$ cat src/verilog/rwt_consts.svh
// Register offsets, fields, reset values and timing counts of the wake-up criteria block
// What this block does
// - Hold a 7-bit wake count, 0 to 127, bounding data-criterion examination after sync.
// - Wake count counts bits, or chips when pattern matching runs in chip units.
// - Count zero in random or equal bits wakes immediately at symbol sync.
// - Count zero in pattern detection never gives a data wake-up.
// - Pattern compare starts only once its register is full after 17 units; needs count of at least 18.
// - RSSI criterion requests wake-up while channel 1 RSSI exceeds the 8-bit threshold.
// - Provide an 8-bit lower RSSI blocking level, reset all ones.
// - Use an 8-bit upper RSSI blocking level for RSSI wake or fall back, reset zero.
// - Signal recognition wakes after staying high the programmed consecutive T/16 samples.
// - Hold an 8-bit peak detector saturation threshold, reset 0x10.
// - Prescaler code 0 to 7 selects factor 4, 8, 16 up to 512.
// - Observation time is count times factor times 64 clocks, count 1 to 31.
// - Observation count zero counts as 32.
// - Sync search timeout is 8 bits in sixteenth bits, reset 0x87.
// - Sync timer forces run-mode self polling back to self polling without sync.
// - Sync timeout is setting times 64 times 512 clocks; zero disables; reset 0xFF.
// - Sync timer restarts at every new run-mode self polling cycle.
// - Pattern unit select clear picks chips, set picks bits.
// - Wake on symbol sync with valid data rate ignores the wake count.
`ifndef RWT_CONSTS_SVH
`define RWT_CONSTS_SVH

`define RWT_ADDR_W 8
`define RWT_DATA_W 8

`define RWT_OFS_WAKE_CTRL 8'h17
`define RWT_OFS_WAKE_COUNT 8'h1A
`define RWT_OFS_RSSI_THR 8'h1B
`define RWT_OFS_RSSI_BLK_LO 8'h1C
`define RWT_OFS_RSSI_BLK_HI 8'h1D
`define RWT_OFS_PEAK_SAT 8'h24
`define RWT_OFS_LEVEL_OBS 8'h25
`define RWT_OFS_SYNC_SEARCH 8'h26
`define RWT_OFS_SYNC_LOSS 8'h27
`define RWT_OFS_STATUS 8'h30

`define RWT_RST_WAKE_CTRL 8'h04
`define RWT_RST_WAKE_COUNT 7'h00
`define RWT_RST_RSSI_THR 8'h00
`define RWT_RST_RSSI_BLK_LO 8'hFF
`define RWT_RST_RSSI_BLK_HI 8'h00
`define RWT_RST_PEAK_SAT 8'h10
`define RWT_RST_LEVEL_OBS 8'h00
`define RWT_RST_SYNC_SEARCH 8'h87
`define RWT_RST_SYNC_LOSS 8'hFF

`define RWT_CTRL_UNIT_BIT 5
`define RWT_CTRL_LVL_SEL_BIT 4
`define RWT_CTRL_FFB_BIT 3
`define RWT_CTRL_MASK 8'h3F

`define RWT_CRIT_PATTERN 3'h0
`define RWT_CRIT_RANDOM 3'h1
`define RWT_CRIT_EQUAL 3'h2
`define RWT_CRIT_SYNC_RATE 3'h3
`define RWT_CRIT_RSSI 3'h4
`define RWT_CRIT_SIGREC 3'h5

`define RWT_PATTERN_FILL 7'h11
`define RWT_OBS_BASE_CYC 64
`define RWT_SYNC_UNIT_CYC 32768

`endif

$ cat src/verilog/rwt_pkg.sv
// Types shared by the wake-up criteria block
package rwt_pkg;

  typedef struct packed {
    logic       sym_sync;
    logic       rate_valid;
    logic       bit_tick;
    logic       chip_tick;
    logic       data_ok;
    logic       pattern_match;
    logic [7:0] rssi;
    logic       sig_rec;
    logic       t16_tick;
  } rwt_demod_t;

  typedef struct packed {
    logic data_wake;
    logic level_wake;
    logic sync_timeout;
    logic observe_done;
  } rwt_event_t;

  typedef enum logic [1:0] {
    DW_IDLE,
    DW_COUNT,
    DW_DONE
  } rwt_dwin_t;

endpackage

$ cat src/verilog/rwt_core.sv
// Wake-up criteria decision logic, observation and sync timeout timers, registers
`timescale 1ns/1ns
`include "rwt_consts.svh"

module rwt_core import rwt_pkg::*; #(
  parameter int SYNC_UNIT_CYC = `RWT_SYNC_UNIT_CYC
) (
  input  wire logic       i_clk,
  input  wire logic       i_sys_rst,
  input  wire logic [7:0] i_addr,
  input  wire logic [7:0] i_wdata,
  input  wire logic       i_wr,
  input  wire logic       i_rd,
  input  wire logic       i_cycle_start,
  input  wire rwt_demod_t i_demod,
  output logic [7:0]      o_rdata,
  output rwt_event_t      o_event,
  output logic            o_pattern_armed,
  output logic [7:0]      o_peak_sat,
  output logic [7:0]      o_search_timeout
);

  // Observation unit base in clocks
  localparam logic [6:0] OBS_BASE = 7'(`RWT_OBS_BASE_CYC);
  localparam logic [15:0] SYNC_UNIT = 16'(SYNC_UNIT_CYC - 1);

  function automatic logic [9:0] prescale_factor(input logic [2:0] code);
    prescale_factor = 10'h004 << code;
  endfunction

  function automatic logic is_data_crit(input logic [2:0] crit);
    is_data_crit = (crit <= `RWT_CRIT_SYNC_RATE);
  endfunction

  // Registers
  logic [7:0] ctrl_reg;
  logic [6:0] wake_count_reg;
  logic [7:0] rssi_thr_reg;
  logic [7:0] rssi_lo_reg;
  logic [7:0] rssi_hi_reg;
  logic [7:0] peak_sat_reg;
  logic [7:0] obs_reg;
  logic [7:0] search_reg;
  logic [7:0] sync_loss_reg;
  logic [7:0] rdata_reg;

  // Register write decode
  wire wr_ctrl = i_wr && (i_addr == `RWT_OFS_WAKE_CTRL);
  wire wr_cnt = i_wr && (i_addr == `RWT_OFS_WAKE_COUNT);
  wire wr_thr = i_wr && (i_addr == `RWT_OFS_RSSI_THR);
  wire wr_lo = i_wr && (i_addr == `RWT_OFS_RSSI_BLK_LO);
  wire wr_hi = i_wr && (i_addr == `RWT_OFS_RSSI_BLK_HI);
  wire wr_sat = i_wr && (i_addr == `RWT_OFS_PEAK_SAT);
  wire wr_obs = i_wr && (i_addr == `RWT_OFS_LEVEL_OBS);
  wire wr_srch = i_wr && (i_addr == `RWT_OFS_SYNC_SEARCH);
  wire wr_loss = i_wr && (i_addr == `RWT_OFS_SYNC_LOSS);

  always_ff @(posedge i_clk) begin
    if (i_sys_rst) begin
      ctrl_reg <= `RWT_RST_WAKE_CTRL;
      wake_count_reg <= `RWT_RST_WAKE_COUNT;
      rssi_thr_reg <= `RWT_RST_RSSI_THR;
      rssi_lo_reg <= `RWT_RST_RSSI_BLK_LO;
      rssi_hi_reg <= `RWT_RST_RSSI_BLK_HI;
      peak_sat_reg <= `RWT_RST_PEAK_SAT;
      obs_reg <= `RWT_RST_LEVEL_OBS;
      search_reg <= `RWT_RST_SYNC_SEARCH;
      sync_loss_reg <= `RWT_RST_SYNC_LOSS;
    end else begin
      if (wr_ctrl) ctrl_reg <= i_wdata & `RWT_CTRL_MASK;
      if (wr_cnt) wake_count_reg <= i_wdata[6:0];
      if (wr_thr) rssi_thr_reg <= i_wdata;
      if (wr_lo) rssi_lo_reg <= i_wdata;
      if (wr_hi) rssi_hi_reg <= i_wdata;
      if (wr_sat) peak_sat_reg <= i_wdata;
      if (wr_obs) obs_reg <= i_wdata;
      if (wr_srch) search_reg <= i_wdata;
      if (wr_loss) sync_loss_reg <= i_wdata;
    end
  end

  // Control fields
  wire [2:0] crit = ctrl_reg[2:0];
  wire unit_bits = ctrl_reg[`RWT_CTRL_UNIT_BIT];
  wire ffb_en = ctrl_reg[`RWT_CTRL_FFB_BIT];
  wire lvl_sigrec = ctrl_reg[`RWT_CTRL_LVL_SEL_BIT];

  // Level criterion: selected directly, or in parallel with a data criterion
  wire use_rssi = (crit == `RWT_CRIT_RSSI) ||
    (ffb_en && is_data_crit(crit) && !lvl_sigrec);
  wire use_sigrec = (crit == `RWT_CRIT_SIGREC) ||
    (ffb_en && is_data_crit(crit) && lvl_sigrec);

  // Data criterion window after symbol sync
  rwt_dwin_t dwin_reg;
  rwt_dwin_t dwin_next;
  logic [6:0] unit_cnt_reg;
  logic sync_d_reg;
  logic data_wake_reg;

  wire sync_rise = i_demod.sym_sync && !sync_d_reg;
  wire is_pattern = (crit == `RWT_CRIT_PATTERN);
  wire chip_units = is_pattern && !unit_bits;
  wire unit_tick = chip_units ? i_demod.chip_tick : i_demod.bit_tick;
  wire win_end = (unit_cnt_reg >= wake_count_reg);
  wire pat_armed = (unit_cnt_reg >= `RWT_PATTERN_FILL);
  wire rnd_eq = (crit == `RWT_CRIT_RANDOM) || (crit == `RWT_CRIT_EQUAL);

  // Data wake decision per criterion
  wire wake_imm = sync_rise && rnd_eq && (wake_count_reg == 7'h00);
  wire wake_rnd = (dwin_reg == DW_COUNT) && rnd_eq && i_demod.data_ok;
  wire wake_pat = (dwin_reg == DW_COUNT) && is_pattern && pat_armed &&
    i_demod.pattern_match && (wake_count_reg != 7'h00);
  // The count is not consulted at all for the sync and rate criterion
  wire wake_sr = sync_rise && (crit == `RWT_CRIT_SYNC_RATE) &&
    i_demod.rate_valid;
  wire data_wake = wake_imm || wake_rnd || wake_pat || wake_sr;

  always_comb begin
    dwin_next = dwin_reg;
    unique case (dwin_reg)
      DW_IDLE: begin
        if (sync_rise && is_data_crit(crit) && (crit != `RWT_CRIT_SYNC_RATE)) begin
          dwin_next = (wake_count_reg == 7'h00) ? DW_DONE : DW_COUNT;
        end
      end
      DW_COUNT: begin
        if (data_wake || (unit_tick && (unit_cnt_reg + 7'h01 >= wake_count_reg))) begin
          dwin_next = DW_DONE;
        end
      end
      DW_DONE: begin
        dwin_next = DW_DONE;
      end
    endcase
    if (i_cycle_start || !i_demod.sym_sync) begin
      dwin_next = DW_IDLE;
    end
  end

  always_ff @(posedge i_clk) begin
    if (i_sys_rst) begin
      dwin_reg <= DW_IDLE;
      unit_cnt_reg <= 7'h00;
      sync_d_reg <= 1'b0;
      data_wake_reg <= 1'b0;
    end else begin
      dwin_reg <= dwin_next;
      sync_d_reg <= i_demod.sym_sync;
      data_wake_reg <= data_wake;
      if (dwin_next == DW_IDLE || dwin_reg == DW_IDLE) begin
        unit_cnt_reg <= 7'h00;
      end else if (dwin_reg == DW_COUNT && unit_tick && !win_end) begin
        unit_cnt_reg <= unit_cnt_reg + 7'h01;
      end
    end
  end

  // RSSI criterion: above threshold and outside the blocking band
  wire rssi_above = (i_demod.rssi > rssi_thr_reg);
  // Reset values make the band empty, so nothing is blocked by default
  wire rssi_blocked = (i_demod.rssi >= rssi_lo_reg) &&
    (i_demod.rssi <= rssi_hi_reg);
  wire rssi_ok = use_rssi && rssi_above && !rssi_blocked;

  // Signal recognition persistence over T/16 samples
  logic [7:0] sr_run_reg;
  wire sr_sample = i_demod.t16_tick && i_demod.sig_rec;
  wire [7:0] sr_run_inc = (sr_run_reg == 8'hFF) ? sr_run_reg : sr_run_reg + 8'h01;
  wire sr_ok = use_sigrec && sr_sample &&
    (sr_run_inc >= rssi_hi_reg);

  always_ff @(posedge i_clk) begin
    if (i_sys_rst || i_cycle_start) begin
      sr_run_reg <= 8'h00;
    end else if (i_demod.t16_tick) begin
      sr_run_reg <= i_demod.sig_rec ? sr_run_inc : 8'h00;
    end
  end

  // Level observation window, started at each cycle start while RSSI or signal recognition is in use
  logic obs_run_reg;
  logic [15:0] obs_pre_reg;
  logic [5:0] obs_unit_reg;
  logic level_hit_reg;
  logic level_wake_reg;
  logic obs_done_reg;

  wire [9:0] obs_factor = prescale_factor(obs_reg[7:5]);
  wire [15:0] obs_pre_max = ({6'h00, obs_factor} * {9'h000, OBS_BASE}) - 16'h0001;
  wire [5:0] obs_units = (obs_reg[4:0] == 5'h00) ? 6'h20 : {1'b0, obs_reg[4:0]};
  wire obs_unit_end = obs_run_reg && (obs_pre_reg == obs_pre_max);
  wire obs_end = obs_unit_end && (obs_unit_reg + 6'h01 == obs_units);
  wire level_ok = rssi_ok || sr_ok;

  always_ff @(posedge i_clk) begin
    if (i_sys_rst) begin
      obs_run_reg <= 1'b0;
      obs_pre_reg <= 16'h0000;
      obs_unit_reg <= 6'h00;
      level_hit_reg <= 1'b0;
      level_wake_reg <= 1'b0;
      obs_done_reg <= 1'b0;
    end else begin
      level_wake_reg <= obs_run_reg && level_ok && !level_hit_reg;
      obs_done_reg <= obs_end;
      if (i_cycle_start) begin
        obs_run_reg <= use_rssi || use_sigrec;
        obs_pre_reg <= 16'h0000;
        obs_unit_reg <= 6'h00;
        level_hit_reg <= 1'b0;
      end else if (obs_run_reg) begin
        if (level_ok) begin
          level_hit_reg <= 1'b1;
        end
        if (obs_end) begin
          obs_run_reg <= 1'b0;
        end
        if (obs_unit_end) begin
          obs_pre_reg <= 16'h0000;
          obs_unit_reg <= obs_unit_reg + 6'h01;
        end else begin
          obs_pre_reg <= obs_pre_reg + 16'h0001;
        end
      end
    end
  end

  // Sync timeout: units of 64*512 clocks, counted down from the setting
  logic sync_run_reg;
  logic [15:0] sync_pre_reg;
  logic [7:0] sync_left_reg;
  logic sync_to_reg;

  wire sync_unit_end = sync_run_reg && (sync_pre_reg == SYNC_UNIT);
  wire sync_expire = sync_unit_end && (sync_left_reg == 8'h01);

  always_ff @(posedge i_clk) begin
    if (i_sys_rst) begin
      sync_run_reg <= 1'b0;
      sync_pre_reg <= 16'h0000;
      sync_left_reg <= 8'h00;
      sync_to_reg <= 1'b0;
    end else begin
      sync_to_reg <= sync_expire && !i_demod.sym_sync;
      if (i_cycle_start) begin
        sync_run_reg <= (sync_loss_reg != 8'h00);
        sync_pre_reg <= 16'h0000;
        sync_left_reg <= sync_loss_reg;
      end else if (i_demod.sym_sync || sync_expire) begin
        sync_run_reg <= 1'b0;
      end else if (sync_unit_end) begin
        sync_pre_reg <= 16'h0000;
        sync_left_reg <= sync_left_reg - 8'h01;
      end else if (sync_run_reg) begin
        sync_pre_reg <= sync_pre_reg + 16'h0001;
      end
    end
  end

  // Status of the block's own timers and windows
  wire [7:0] status = {3'h0, level_hit_reg, obs_run_reg, pat_armed,
    (dwin_reg == DW_COUNT), sync_run_reg};

  // Read mux, answered one cycle after the strobe
  logic [7:0] rd_mux;
  always_comb begin
    rd_mux = 8'h00;
    unique case (i_addr)
      `RWT_OFS_WAKE_CTRL: rd_mux = ctrl_reg;
      `RWT_OFS_WAKE_COUNT: rd_mux = {1'b0, wake_count_reg};
      `RWT_OFS_RSSI_THR: rd_mux = rssi_thr_reg;
      `RWT_OFS_RSSI_BLK_LO: rd_mux = rssi_lo_reg;
      `RWT_OFS_RSSI_BLK_HI: rd_mux = rssi_hi_reg;
      `RWT_OFS_PEAK_SAT: rd_mux = peak_sat_reg;
      `RWT_OFS_LEVEL_OBS: rd_mux = obs_reg;
      `RWT_OFS_SYNC_SEARCH: rd_mux = search_reg;
      `RWT_OFS_SYNC_LOSS: rd_mux = sync_loss_reg;
      `RWT_OFS_STATUS: rd_mux = status;
      default: rd_mux = 8'h00;
    endcase
  end

  logic armed_reg;
  logic [7:0] sat_out_reg;
  logic [7:0] srch_out_reg;

  always_ff @(posedge i_clk) begin
    if (i_sys_rst) begin
      rdata_reg <= 8'h00;
      armed_reg <= 1'b0;
      sat_out_reg <= `RWT_RST_PEAK_SAT;
      srch_out_reg <= `RWT_RST_SYNC_SEARCH;
    end else begin
      rdata_reg <= i_rd ? rd_mux : 8'h00;
      armed_reg <= (dwin_reg == DW_COUNT) && is_pattern && pat_armed;
      sat_out_reg <= peak_sat_reg;
      srch_out_reg <= search_reg;
    end
  end

  assign o_rdata = rdata_reg;
  assign o_event = '{data_wake: data_wake_reg, level_wake: level_wake_reg,
    sync_timeout: sync_to_reg, observe_done: obs_done_reg};
  assign o_pattern_armed = armed_reg;
  assign o_peak_sat = sat_out_reg;
  assign o_search_timeout = srch_out_reg;

endmodule // rwt_core

$ cat config.mk
export PLATFORM = sky130hd
export DESIGN_NAME = rwt_core
export DESIGN_NICKNAME = d
export VERILOG_FILES = /design/src/verilog/rwt_pkg.sv /design/src/verilog/rwt_core.sv
export VERILOG_INCLUDE_DIRS = /design/src /design/src/verilog
export SDC_FILE = /design/constraint.sdc
export NUM_CORES = 1
export LEC_CHECK = 0
export CAP_MARGIN = 20
export CORE_MARGIN = 1
export CORE_UTILIZATION = 30
export DETAILED_ROUTE_END_ITERATION = 10
export DONT_BUFFER_PORTS = 1
export HOLD_SLACK_MARGIN = 0.12
export PLACE_DENSITY = 0.53
export SLEW_MARGIN = 0
export SYNTH_ARGS = -nofsm -noshare
export SYNTH_HDL_FRONTEND = slang
export SYNTH_SLANG_ARGS = --single-unit
$ cat constraint.sdc
create_clock -name i_clk -period 8.5 [get_ports i_clk]
set_input_delay 0.85 -clock i_clk [delete_from_list [all_inputs] [get_ports i_clk]]
set_output_delay 0.85 -clock i_clk [all_outputs]
set_load 0.05 [all_outputs]
==> results of run 1 <==
[power groups by stage]
stage	Sequential [mW]	Combinational (mW)	Clock (mW)
finish	0.785	0.0502	0.775
global route	0.785	0.0567	0.827
CTS	0.785	0.0509	0.793
detailed placement	0.803	0.0506	0
global placement	0.803	0.0500	0
floorplan	0.799	0.0571	0
[final timing paths]
path	from	endpoint	slack (ns)	depth (start not counted)
hold reg to reg	rssi_hi_reg[2]	rssi_hi_reg[2]	0.46	2
setup / recovery	sr_run_reg[0]	level_wake_reg	5.30	12
setup reg to reg	sr_run_reg[0]	level_wake_reg	5.30	12
hold / removal	rssi_hi_reg[2]	rssi_hi_reg[2]	0.46	2
[through the flow]
step                utilization (%)  cells  instance area [sq um]  setup slack [ns]
finish                         33.0   1415                   9790              5.30
detailed placement             31.1   1382                   9210              5.38
floorplan                         -   1050                   9020              5.75
global placement               31.1   1382                   9210              5.44
CTS                            33.0   1414                   9790              5.33
global route                   33.0   1415                   9790              4.83
[layer usage]
layer  up-vias  global-route usage (%)  wire length (microns)
met1      3362                    21.2                  11400
li1       3606                       -                      -
met4         2                    4.42                    450
met3        21                    4.13                   1280
met2       130                    24.2                  10400
met5         -                       0                     10
[synthesized netlist by cell type (14+ instances only)]
cell      number
a21oi_1       76
nor2b_1       21
clkbuf_1      28
a22oi_1       15
xor2_1        38
nor2_1       105
nand3b_1      20
mux2i_1       28
and3_1        16
buf_2         19
nand4_1       18
ha_1          58
nand2b_1      14
inv_1         58
dfxtp_1      165
nand3_1       54
xnor2_1       21
a211oi_1      14
nand2_1      108
[cells by family after synthesis]
group | Yosys count
buf+inv | 118
fa+ha+maj | 58
simple gates | 421
compound gates | 190
flops | 165
xor+xnor | 60
mux | 38
[worst min-delay path: cells and delay by family (launching register included)]
family	cells	cell delay, ns
AND/OR/NAND/NOR	1	0.05
flip-flops	1	0.31
AO/OA/AOI/OAI	1	0.05
[cell type report]
cell class	count	area, sq um	share of cell area, %
clock inverter	14	141	1.44
antenna	1	2.50	0.0255
timing repair buffer	2	15.0	0.153
multi-input combinational	767	5190	53.0
sequential	165	3300	33.7
inverter	58	218	2.22
tap	390	488	4.98
clock buffer	18	439	4.48
==> results.yml, run 1 <==
status:
  status: "finished, final reports clean"
logic_synthesis:
  synth_compound_area_share_pct: 13.8
  ys.flop_type: "dfxtp_1"
  synth_top_family_by_area: "simple AND/OR/NAND/NOR gates"
  synth.area.mux_share_pct: 5.40
  synth-simple-area-share_pct: 24.3
  syn_inst: 1050
  ys_seq_area_share_pct: 36.6
  yosys.area.top_type: "dfxtp_1"
  syn_nets: 1145
  netlist_top_cells_area: "dfxtp_1 (37%), ha_1 (8.0%), nand2_1 (4.5%), nor2_1 (4.4%), a21oi_1 (4.2%)"
  synth_xor_area_share_pct: 5.98
  ys_ff_latch: 165
  syn_area_per_cell_sq_um: 8.59
  synth_edf_count: 0
  ys_warn_count: 0
  synth.distinct_cells: 79
  yosysTopAreaCellShare_pct: 36.6
  synth_fa_ha_area_share_pct: 8.05
  ys_async_sr_fraction_pct: 0
  syn_area_sq_um: 9020
clocking:
  numCtsBuffers: 17
  h-tree-depth: 4
  post_cts_buffers: 0
  cts_resized: 0
  clk_pin_slew_ns: 0.07
  cts_hold_buffers: 0
  cts_tree: "done"
  clock_latency_ns: 0.43
  clock_path_buffers: 2
  ctsRootBufferMaster: "clkbuf_16"
  cts_sinks: 165
floorplanning:
  fp.dieH_microns: 175
  rows: 63
  core_sq_um: 29600
  die_w_microns: 175
  die-area_sq_um: 30800
  ioPinCount: 66
  start_util_pct: 30.4
route:
  vias: 7121
  final_antenna_net_count: 0
  drc: 0
  drt_iter0_markers: 438
  viasPerCell: 5.03
  drt_first_pass_iters: 7
  drt-wirelength-per-cell_microns: 16.6
  wl_microns: 23400
timing:
  fin_skew_ns: 0.00803
  fin_crit_sh_pct: 37.7
  drv_slew: 0
  whs_ns: 0.458
  slew_headroom_pct: 36.2
  max_freq_mhz: 312
  min_period_ns: 3.20
  tightestPinTransition_ns: 0.952
  rsz0062_at_grt: "false"
  final.setup.tns_ns: 0
  hold_violations: 0
  setup_viol: 0
place:
  portBuffers: 0
  dp_hpwl_microns: 17200
  gp_congestion: 0.784
power:
  p_clk_share_pct: 48.1
  switching_share_pct: 24.1
  pwr-share-comb_pct: 3.1
  power.switching_mw: 0.388
  pwr-share-seq_pct: 48.8
  peakVddDrop_v: 0.000116
  finalPower_mw: 1.61
  power.leakage_nw: 3.76
  pwr_density_cell_nw_per_um2: 164
  p_int_mw: 1.22
critical_path:
  criticalPathCategory: "reg2reg"
  slowest_delay_ns: 0.49
  worst_path_max_delay_cell: "a2111oi_0"
  critPathCaptureType: "flip-flop"
  critPathTopFamily: "compound AO/OA/AOI/OAI gates"
  arrival_ns: 3.48
  crit_buf_inv: 0
  start_kind: "flip-flop"
  path_max_fanout: 6
  path_cells: "ha_1 > nand2_1 > or3_1 > nand4_1 > xnor2_1 > ha_1 > o21ai_0 > nand2b_1 > a21oi_1 > a2111oi_0 > nand2_1 > a2111oi_0"
  critPathRequiredTime_ns: 8.78
cells_and_area:
  final_nets: 1106
  final_cell_mix: "dfxtp_1 (165), nand2_1 (108), nor2_1 (105), a21oi_1 (76)"
  final.fill_count: 3204
  syn2layout_area_growth_pct: 8.60
  layout-drive-gt1-share_pct: 6.25
  final_common_cell: "dfxtp_1"
grt:
  grt_use_total_pct: 15.6
  grt_pass1_wl_microns: 37700
  gr-total-overflow: 0
  grt_max_degree: 105
  antenna_found_initial: 2
  grt_pass1_vias: 6769
run:
  maxCapViolCount: 0
hold_path:
  hold_path_class: "reg2reg"
Power figures use the tool's default switching activity.
==> inputs of run 2 (changes only) <==
==> constraint.sdc (replaced) <==
create_clock -name i_clk -period 3.35 [get_ports i_clk]
set_input_delay 0.335 -clock i_clk [delete_from_list [all_inputs] [get_ports i_clk]]
set_output_delay 0.335 -clock i_clk [all_outputs]
set_load 0.05 [all_outputs]
==> run 2 against run 1 <==
Net effect: power grew to 2.7 times the previous value; hold slack worse by 0.31 ns; clock power rose to 2.7 times the previous value; final area increased by 3.0%; clock-buffer cell count did not move; worst setup slack got worse by 5.0 ns; flip-flop and latch count unchanged; cell count is 2.0% higher; register-to-register slack worse by 5.0 ns; sequential power rose to 2.5 times the previous value; core utilization grew 1.0 points; largest cell class unchanged.
==> results.yml, run 2 (synthesis results as in run 1) <==
clocking:
  cts_sinks: 165
  numCtsBuffers: 17
  clk_pin_slew_ns: 0.07
  h-tree-depth: 4
  clock_path_buffers: 2
  clock_latency_ns: 0.43
  ctsRootBufferMaster: "clkbuf_16"
  cts_tree: "done"
  post_cts_buffers: 0
critical_path:
  critPathRequiredTime_ns: 3.71
  crit_buf_inv: 0
  slowest_delay_ns: 0.50
  r2r_slack_ns: 0.33
  worst_path_max_delay_cell: "or3_2"
  critPathTopFamily: "simple AND/OR/NAND/NOR gates"
  path_max_fanout: 14
  critPathCaptureType: "flip-flop"
  path_cells: "or3_2 > ha_1 > nor2b_1 > a2bb2oi_1 > o32ai_1 > o2111ai_2 > or3_1 > a21oi_1"
  r2r-start: "obs_reg[6]"
  start_kind: "flip-flop"
  reg2regPathDepth: 8
  r2r_end: "obs_unit_reg[4]"
  arrival_ns: 3.37
  criticalPathCategory: "reg2reg"
timing:
  max_freq_mhz: 331
  setup_viol: 0
  drv_slew: 0
  slew_headroom_pct: 40.4
  hold_violations: 0
  tightestPinTransition_ns: 0.891
  min_period_ns: 3.02
  fin_crit_sh_pct: 90.1
  final.setup.tns_ns: 0
  fin_skew_ns: 0.0106
  rsz0062_at_grt: "false"
cells_and_area:
  layout-drive-gt1-share_pct: 6.68
  final_cell_mix: "dfxtp_1 (165), nand2_1 (108), nor2_1 (105), a21oi_1 (76)"
  syn2layout_area_growth_pct: 11.9
  final_core_util_pct: 34.0
  final_common_cell: "dfxtp_1"
  final_nets: 1130
  final.fill_count: 3130
grt:
  grt_pass1_wl_microns: 40200
  met3_usage_pct: 4.55
  grt_pass1_vias: 7112
  antenna_found_initial: 5
  grt_max_degree: 101
  top_usage_layer: "met2"
  grt_use_total_pct: 16.7
  gr-total-overflow: 0
  grtUsageMet1_pct: 22.3
  use_met2_pct: 25.9
floorplanning:
  start_util_pct: 30.4
  fp.dieH_microns: 175
  ioPinCount: 66
  core_sq_um: 29600
  die_w_microns: 175
  die-area_sq_um: 30800
  rows: 63
power:
  power.leakage_nw: 3.88
  pwr_density_cell_nw_per_um2: 423
  peakVddDrop_v: 0.000303
route:
  wl_microns: 24700
  vias: 7251
  drt_first_pass_iters: 8
  drt-wirelength-per-cell_microns: 17.1
  final_antenna_net_count: 0
  viasPerCell: 5.02
  drt_iter0_markers: 506
  drc: 0
place:
  dp_hpwl_microns: 17300
  portBuffers: 0
  gp_congestion: 0.838
hold_path:
  hold_path_class: "in2reg"
  hp-start: "i_wdata[4]"
  holdPathStages: 3
  hold_path_end: "peak_sat_reg[4]"
run:
  maxCapViolCount: 0
status:
  status: "finished, final reports clean"
run 2: cell count changes in the layout (fill, tap and decap cells not counted):
cell	change
clkinv_2	-2
clkinv_4	-1
a2111oi_1	+1
dlygate4sd3_1	+17
buf_4	+6
diode_2	+5
a2111oi_0	-1
buf_16	+1
clkbuf_8	-1
clkbuf_1	+1
clkinvlp_4	+1
bufinv_16	+2
run 2: power by group:
group	total [mW]	internal [mW]	switching, mW	leakage [nW]
logic	0.193	0.0765	0.117	2.24
clock network	2.09	1.20	0.892	0.300
registers	1.99	1.97	0.0154	1.33
run 2: per-layer routing:
layer	vias up	wire length [microns]
met1	3417	11800
li1	3669	-
met5	-	15
met4	2	496
met3	26	1460
met2	137	11000
run 2: repair_timing:
item	CTS	global route
endpoints found under the setup margin	0	1
hold buffers	18	0
endpoints found under the hold margin	107	0
gates resized for setup	0	1
run 2: area by class of cell:
class / count / area, sq um / share of cell area (%)
Clock buffer: 18 / 429 / 4.25
Timing Repair Buffer: 26 / 258 / 2.55
Tap cell: 390 / 488 / 4.84
Multi-Input combinational cell: 767 / 5190 / 51.4
Sequential cell: 165 / 3300 / 32.7
Antenna cell: 6 / 15.0 / 0.149
Clock inverter: 14 / 190 / 1.88
Inverter: 58 / 218 / 2.16
run 2: worst min-delay path, stage by stage:
cell and delay, ns:
inv_1 0.02, nor2_1 0.09, a211o_1 0.10
run 2: worst max path at each step:
stage	start	endpoint	slack, ns	depth (start not counted)
floorplan	unit_cnt_reg[0]	unit_cnt_reg[0]	0.60	10
detailed placement	unit_cnt_reg[1]	unit_cnt_reg[4]	0.34	10
CTS	unit_cnt_reg[1]	unit_cnt_reg[4]	0.32	10
finish	obs_reg[6]	obs_unit_reg[4]	0.33	8
global route	sr_run_reg[0]	level_wake_reg	0.05	12
global placement	obs_reg[6]	obs_unit_reg[3]	0.45	8
run 2: metrics by stage:
step | hold slack, ns | instance area [sq um] | total power, mW | setup slack, ns | instances
floorplan | 0.412 | 9020 | 2.17 | 0.603 | 1050
global placement | 0.425 | 9260 | 2.17 | 0.448 | 1388
detailed placement | 0.440 | 9260 | 2.17 | 0.343 | 1388
CTS | 0.134 | 10100 | 4.33 | 0.322 | 1438
global route | 0.167 | 10100 | 4.43 | 0.0456 | 1444
finish | 0.152 | 10100 | 4.27 | 0.332 | 1444
==> inputs of run 3 (changes only) <==
--- a/config.mk
+++ b/config.mk
@@ -12,6 +12,7 @@
 export DETAILED_ROUTE_END_ITERATION = 10
 export DONT_BUFFER_PORTS = 1
 export HOLD_SLACK_MARGIN = 0.12
+export MAX_ROUTING_LAYER = met4
 export PLACE_DENSITY = 0.53
 export SLEW_MARGIN = 0
 export SYNTH_ARGS = -nofsm -noshare
==> run 3 against run 2 <==
Net effect: worst setup slack better by 0.0012 ns; die area unchanged; power up 0.22%; largest cell class unchanged.
==> results.yml, run 3 (synthesis results as in run 1) <==
route:
  drt-wirelength-per-cell_microns: 17.1
  drt_iter0_markers: 535
  wl_met3_microns: 1590
  route.met2.wl_microns: 11000
  viasPerCell: 5.02
  wl_microns: 24800
  vias: 7255
  highest_layer: "met4"
  final_antenna_net_count: 0
  drc: 0
  wl_met1_microns: 11700
  drt_first_pass_iters: 5
critical_path:
  r2r_end: "unit_cnt_reg[4]"
  critPathRequiredTime_ns: 3.69
  criticalPathCategory: "reg2reg"
  arrival_ns: 3.35
  crit_path_end: "unit_cnt_reg[4]"
  path_max_fanout: 8
  r2r-start: "unit_cnt_reg[1]"
  r2r_slack_ns: 0.33
  crit_start: "unit_cnt_reg[1]"
  reg2regPathDepth: 10
  critPathCaptureType: "flip-flop"
  start_kind: "flip-flop"
clocking:
  ctsRootBufferMaster: "clkbuf_16"
  clock_path_buffers: 2
  cts_tree: "done"
  numCtsBuffers: 17
  clock_latency_ns: 0.43
  h-tree-depth: 4
  clk_pin_slew_ns: 0.06
  cts_sinks: 165
floorplanning:
  die_w_microns: 175
  die-area_sq_um: 30800
  ioPinCount: 66
  start_util_pct: 30.4
  core_sq_um: 29600
  rows: 63
  fp.dieH_microns: 175
run:
  maxCapViolCount: 0
timing:
  tightestPinTransition_ns: 0.881
  fin_skew_ns: 0.0113
  fin_crit_sh_pct: 90.1
  rsz0062_at_grt: "false"
  final.setup.tns_ns: 0
  min_period_ns: 3.02
  max_freq_mhz: 331
  slew_headroom_pct: 41.1
  hold_violations: 0
  setup_viol: 0
  drv_slew: 0
cells_and_area:
  final_common_cell: "dfxtp_1"
  final_cell_mix: "dfxtp_1 (165), nand2_1 (108), nor2_1 (105), a21oi_1 (76)"
  final.fill_count: 3129
  final_cell_area_sq_um: 10100
  final_nets: 1130
  syn2layout_area_growth_pct: 11.9
  regArea_sq_um: 3300
  layout-drive-gt1-share_pct: 6.68
  stdcell_count: 1445
  multi_input_area_sq_um: 5190
grt:
  antenna_found_initial: 5
  grt_pass1_vias: 7102
  gr-total-overflow: 0
  grt_use_total_pct: 17.2
  grt_max_degree: 101
  grt_pass1_wl_microns: 40100
power:
  power.leakage_nw: 3.88
  peakVddDrop_v: 0.000305
  pwr_density_cell_nw_per_um2: 424
place:
  dp_hpwl_microns: 17300
  gp_congestion: 0.851
  place_area_sq_um: 9260
  portBuffers: 0
  dp_cells: 1388
hold_path:
  holdPathStages: 3
  hold_path_class: "in2reg"
status:
  status: "finished, final reports clean"
## run 3: power breakdown
group	total [mW]	switching, mW	internal [mW]
Sequential	1.99	0.0157	1.97
Clock	2.10	0.901	1.20
Combinational	0.193	0.117	0.0765
## run 3: worst min-delay path by stage
stage / startpoint / to / slack [ns]
after floorplan: i_demod[15] / sync_to_reg / 0.41
after global placement: i_sys_rst / o_peak_sat[3] / 0.42
after detailed placement: i_demod[15] / sync_to_reg / 0.44
after CTS: i_wdata[4] / peak_sat_reg[4] / 0.13
after global routing: i_wdata[4] / peak_sat_reg[4] / 0.17
final: i_wdata[4] / peak_sat_reg[4] / 0.15
## run 3: layout make-up
type / instances / area share [%]
Clock inverter: 14 / 1.88
Multi-Input combinational cell: 767 / 51.4
Inverter: 58 / 2.16
Timing Repair Buffer: 26 / 2.55
Antenna cell: 7 / 0.174
Tap cell: 390 / 4.84
Sequential cell: 165 / 32.7
Clock buffer: 18 / 4.25
## run 3: metrics by stage
| step | hold slack (ns) | setup slack, ns | total power [mW] | util, % |
|---|---|---|---|---|
| 3_5_place_dp | 0.440 | 0.343 | 2.17 | 31.2 |
| 4_1_cts | 0.134 | 0.322 | 4.33 | 34.0 |
| 6_report | 0.150 | 0.333 | 4.28 | 34.1 |
| 3_3_place_gp | 0.425 | 0.448 | 2.17 | 31.2 |
| 2_1_floorplan | 0.412 | 0.603 | 2.17 | - |
| 5_1_grt | 0.165 | 0.0456 | 4.43 | 34.1 |
## run 3: timing repair
action / CTS / global route
hold buffers: 18 / 0
endpoints found under the setup margin: 0 / 1
hold endpoints to repair: 107 / 0
setup buffers: 0 / 0
gates resized for setup: 0 / 1
## run 3: routing by layer
layer / vias up / global-route usage (%)
li1: 3667 / -
met1: 3428 / 22.3
met2: 137 / 25.9
met3: 23 / 4.59
met4: 0 / 5.14
met5: - / -
## run 3: worst max-delay path: stages, from the launching register on
cell,delay [ns]
dfxtp_1,0.43
ha_1,0.27
and3_1,0.25
and3_1,0.22
xor2_1,0.08
ha_1,0.30
nand2_1,0.07
o31a_1,0.29
o211a_1,0.22
a2111o_1,0.50
a211oi_1,0.29
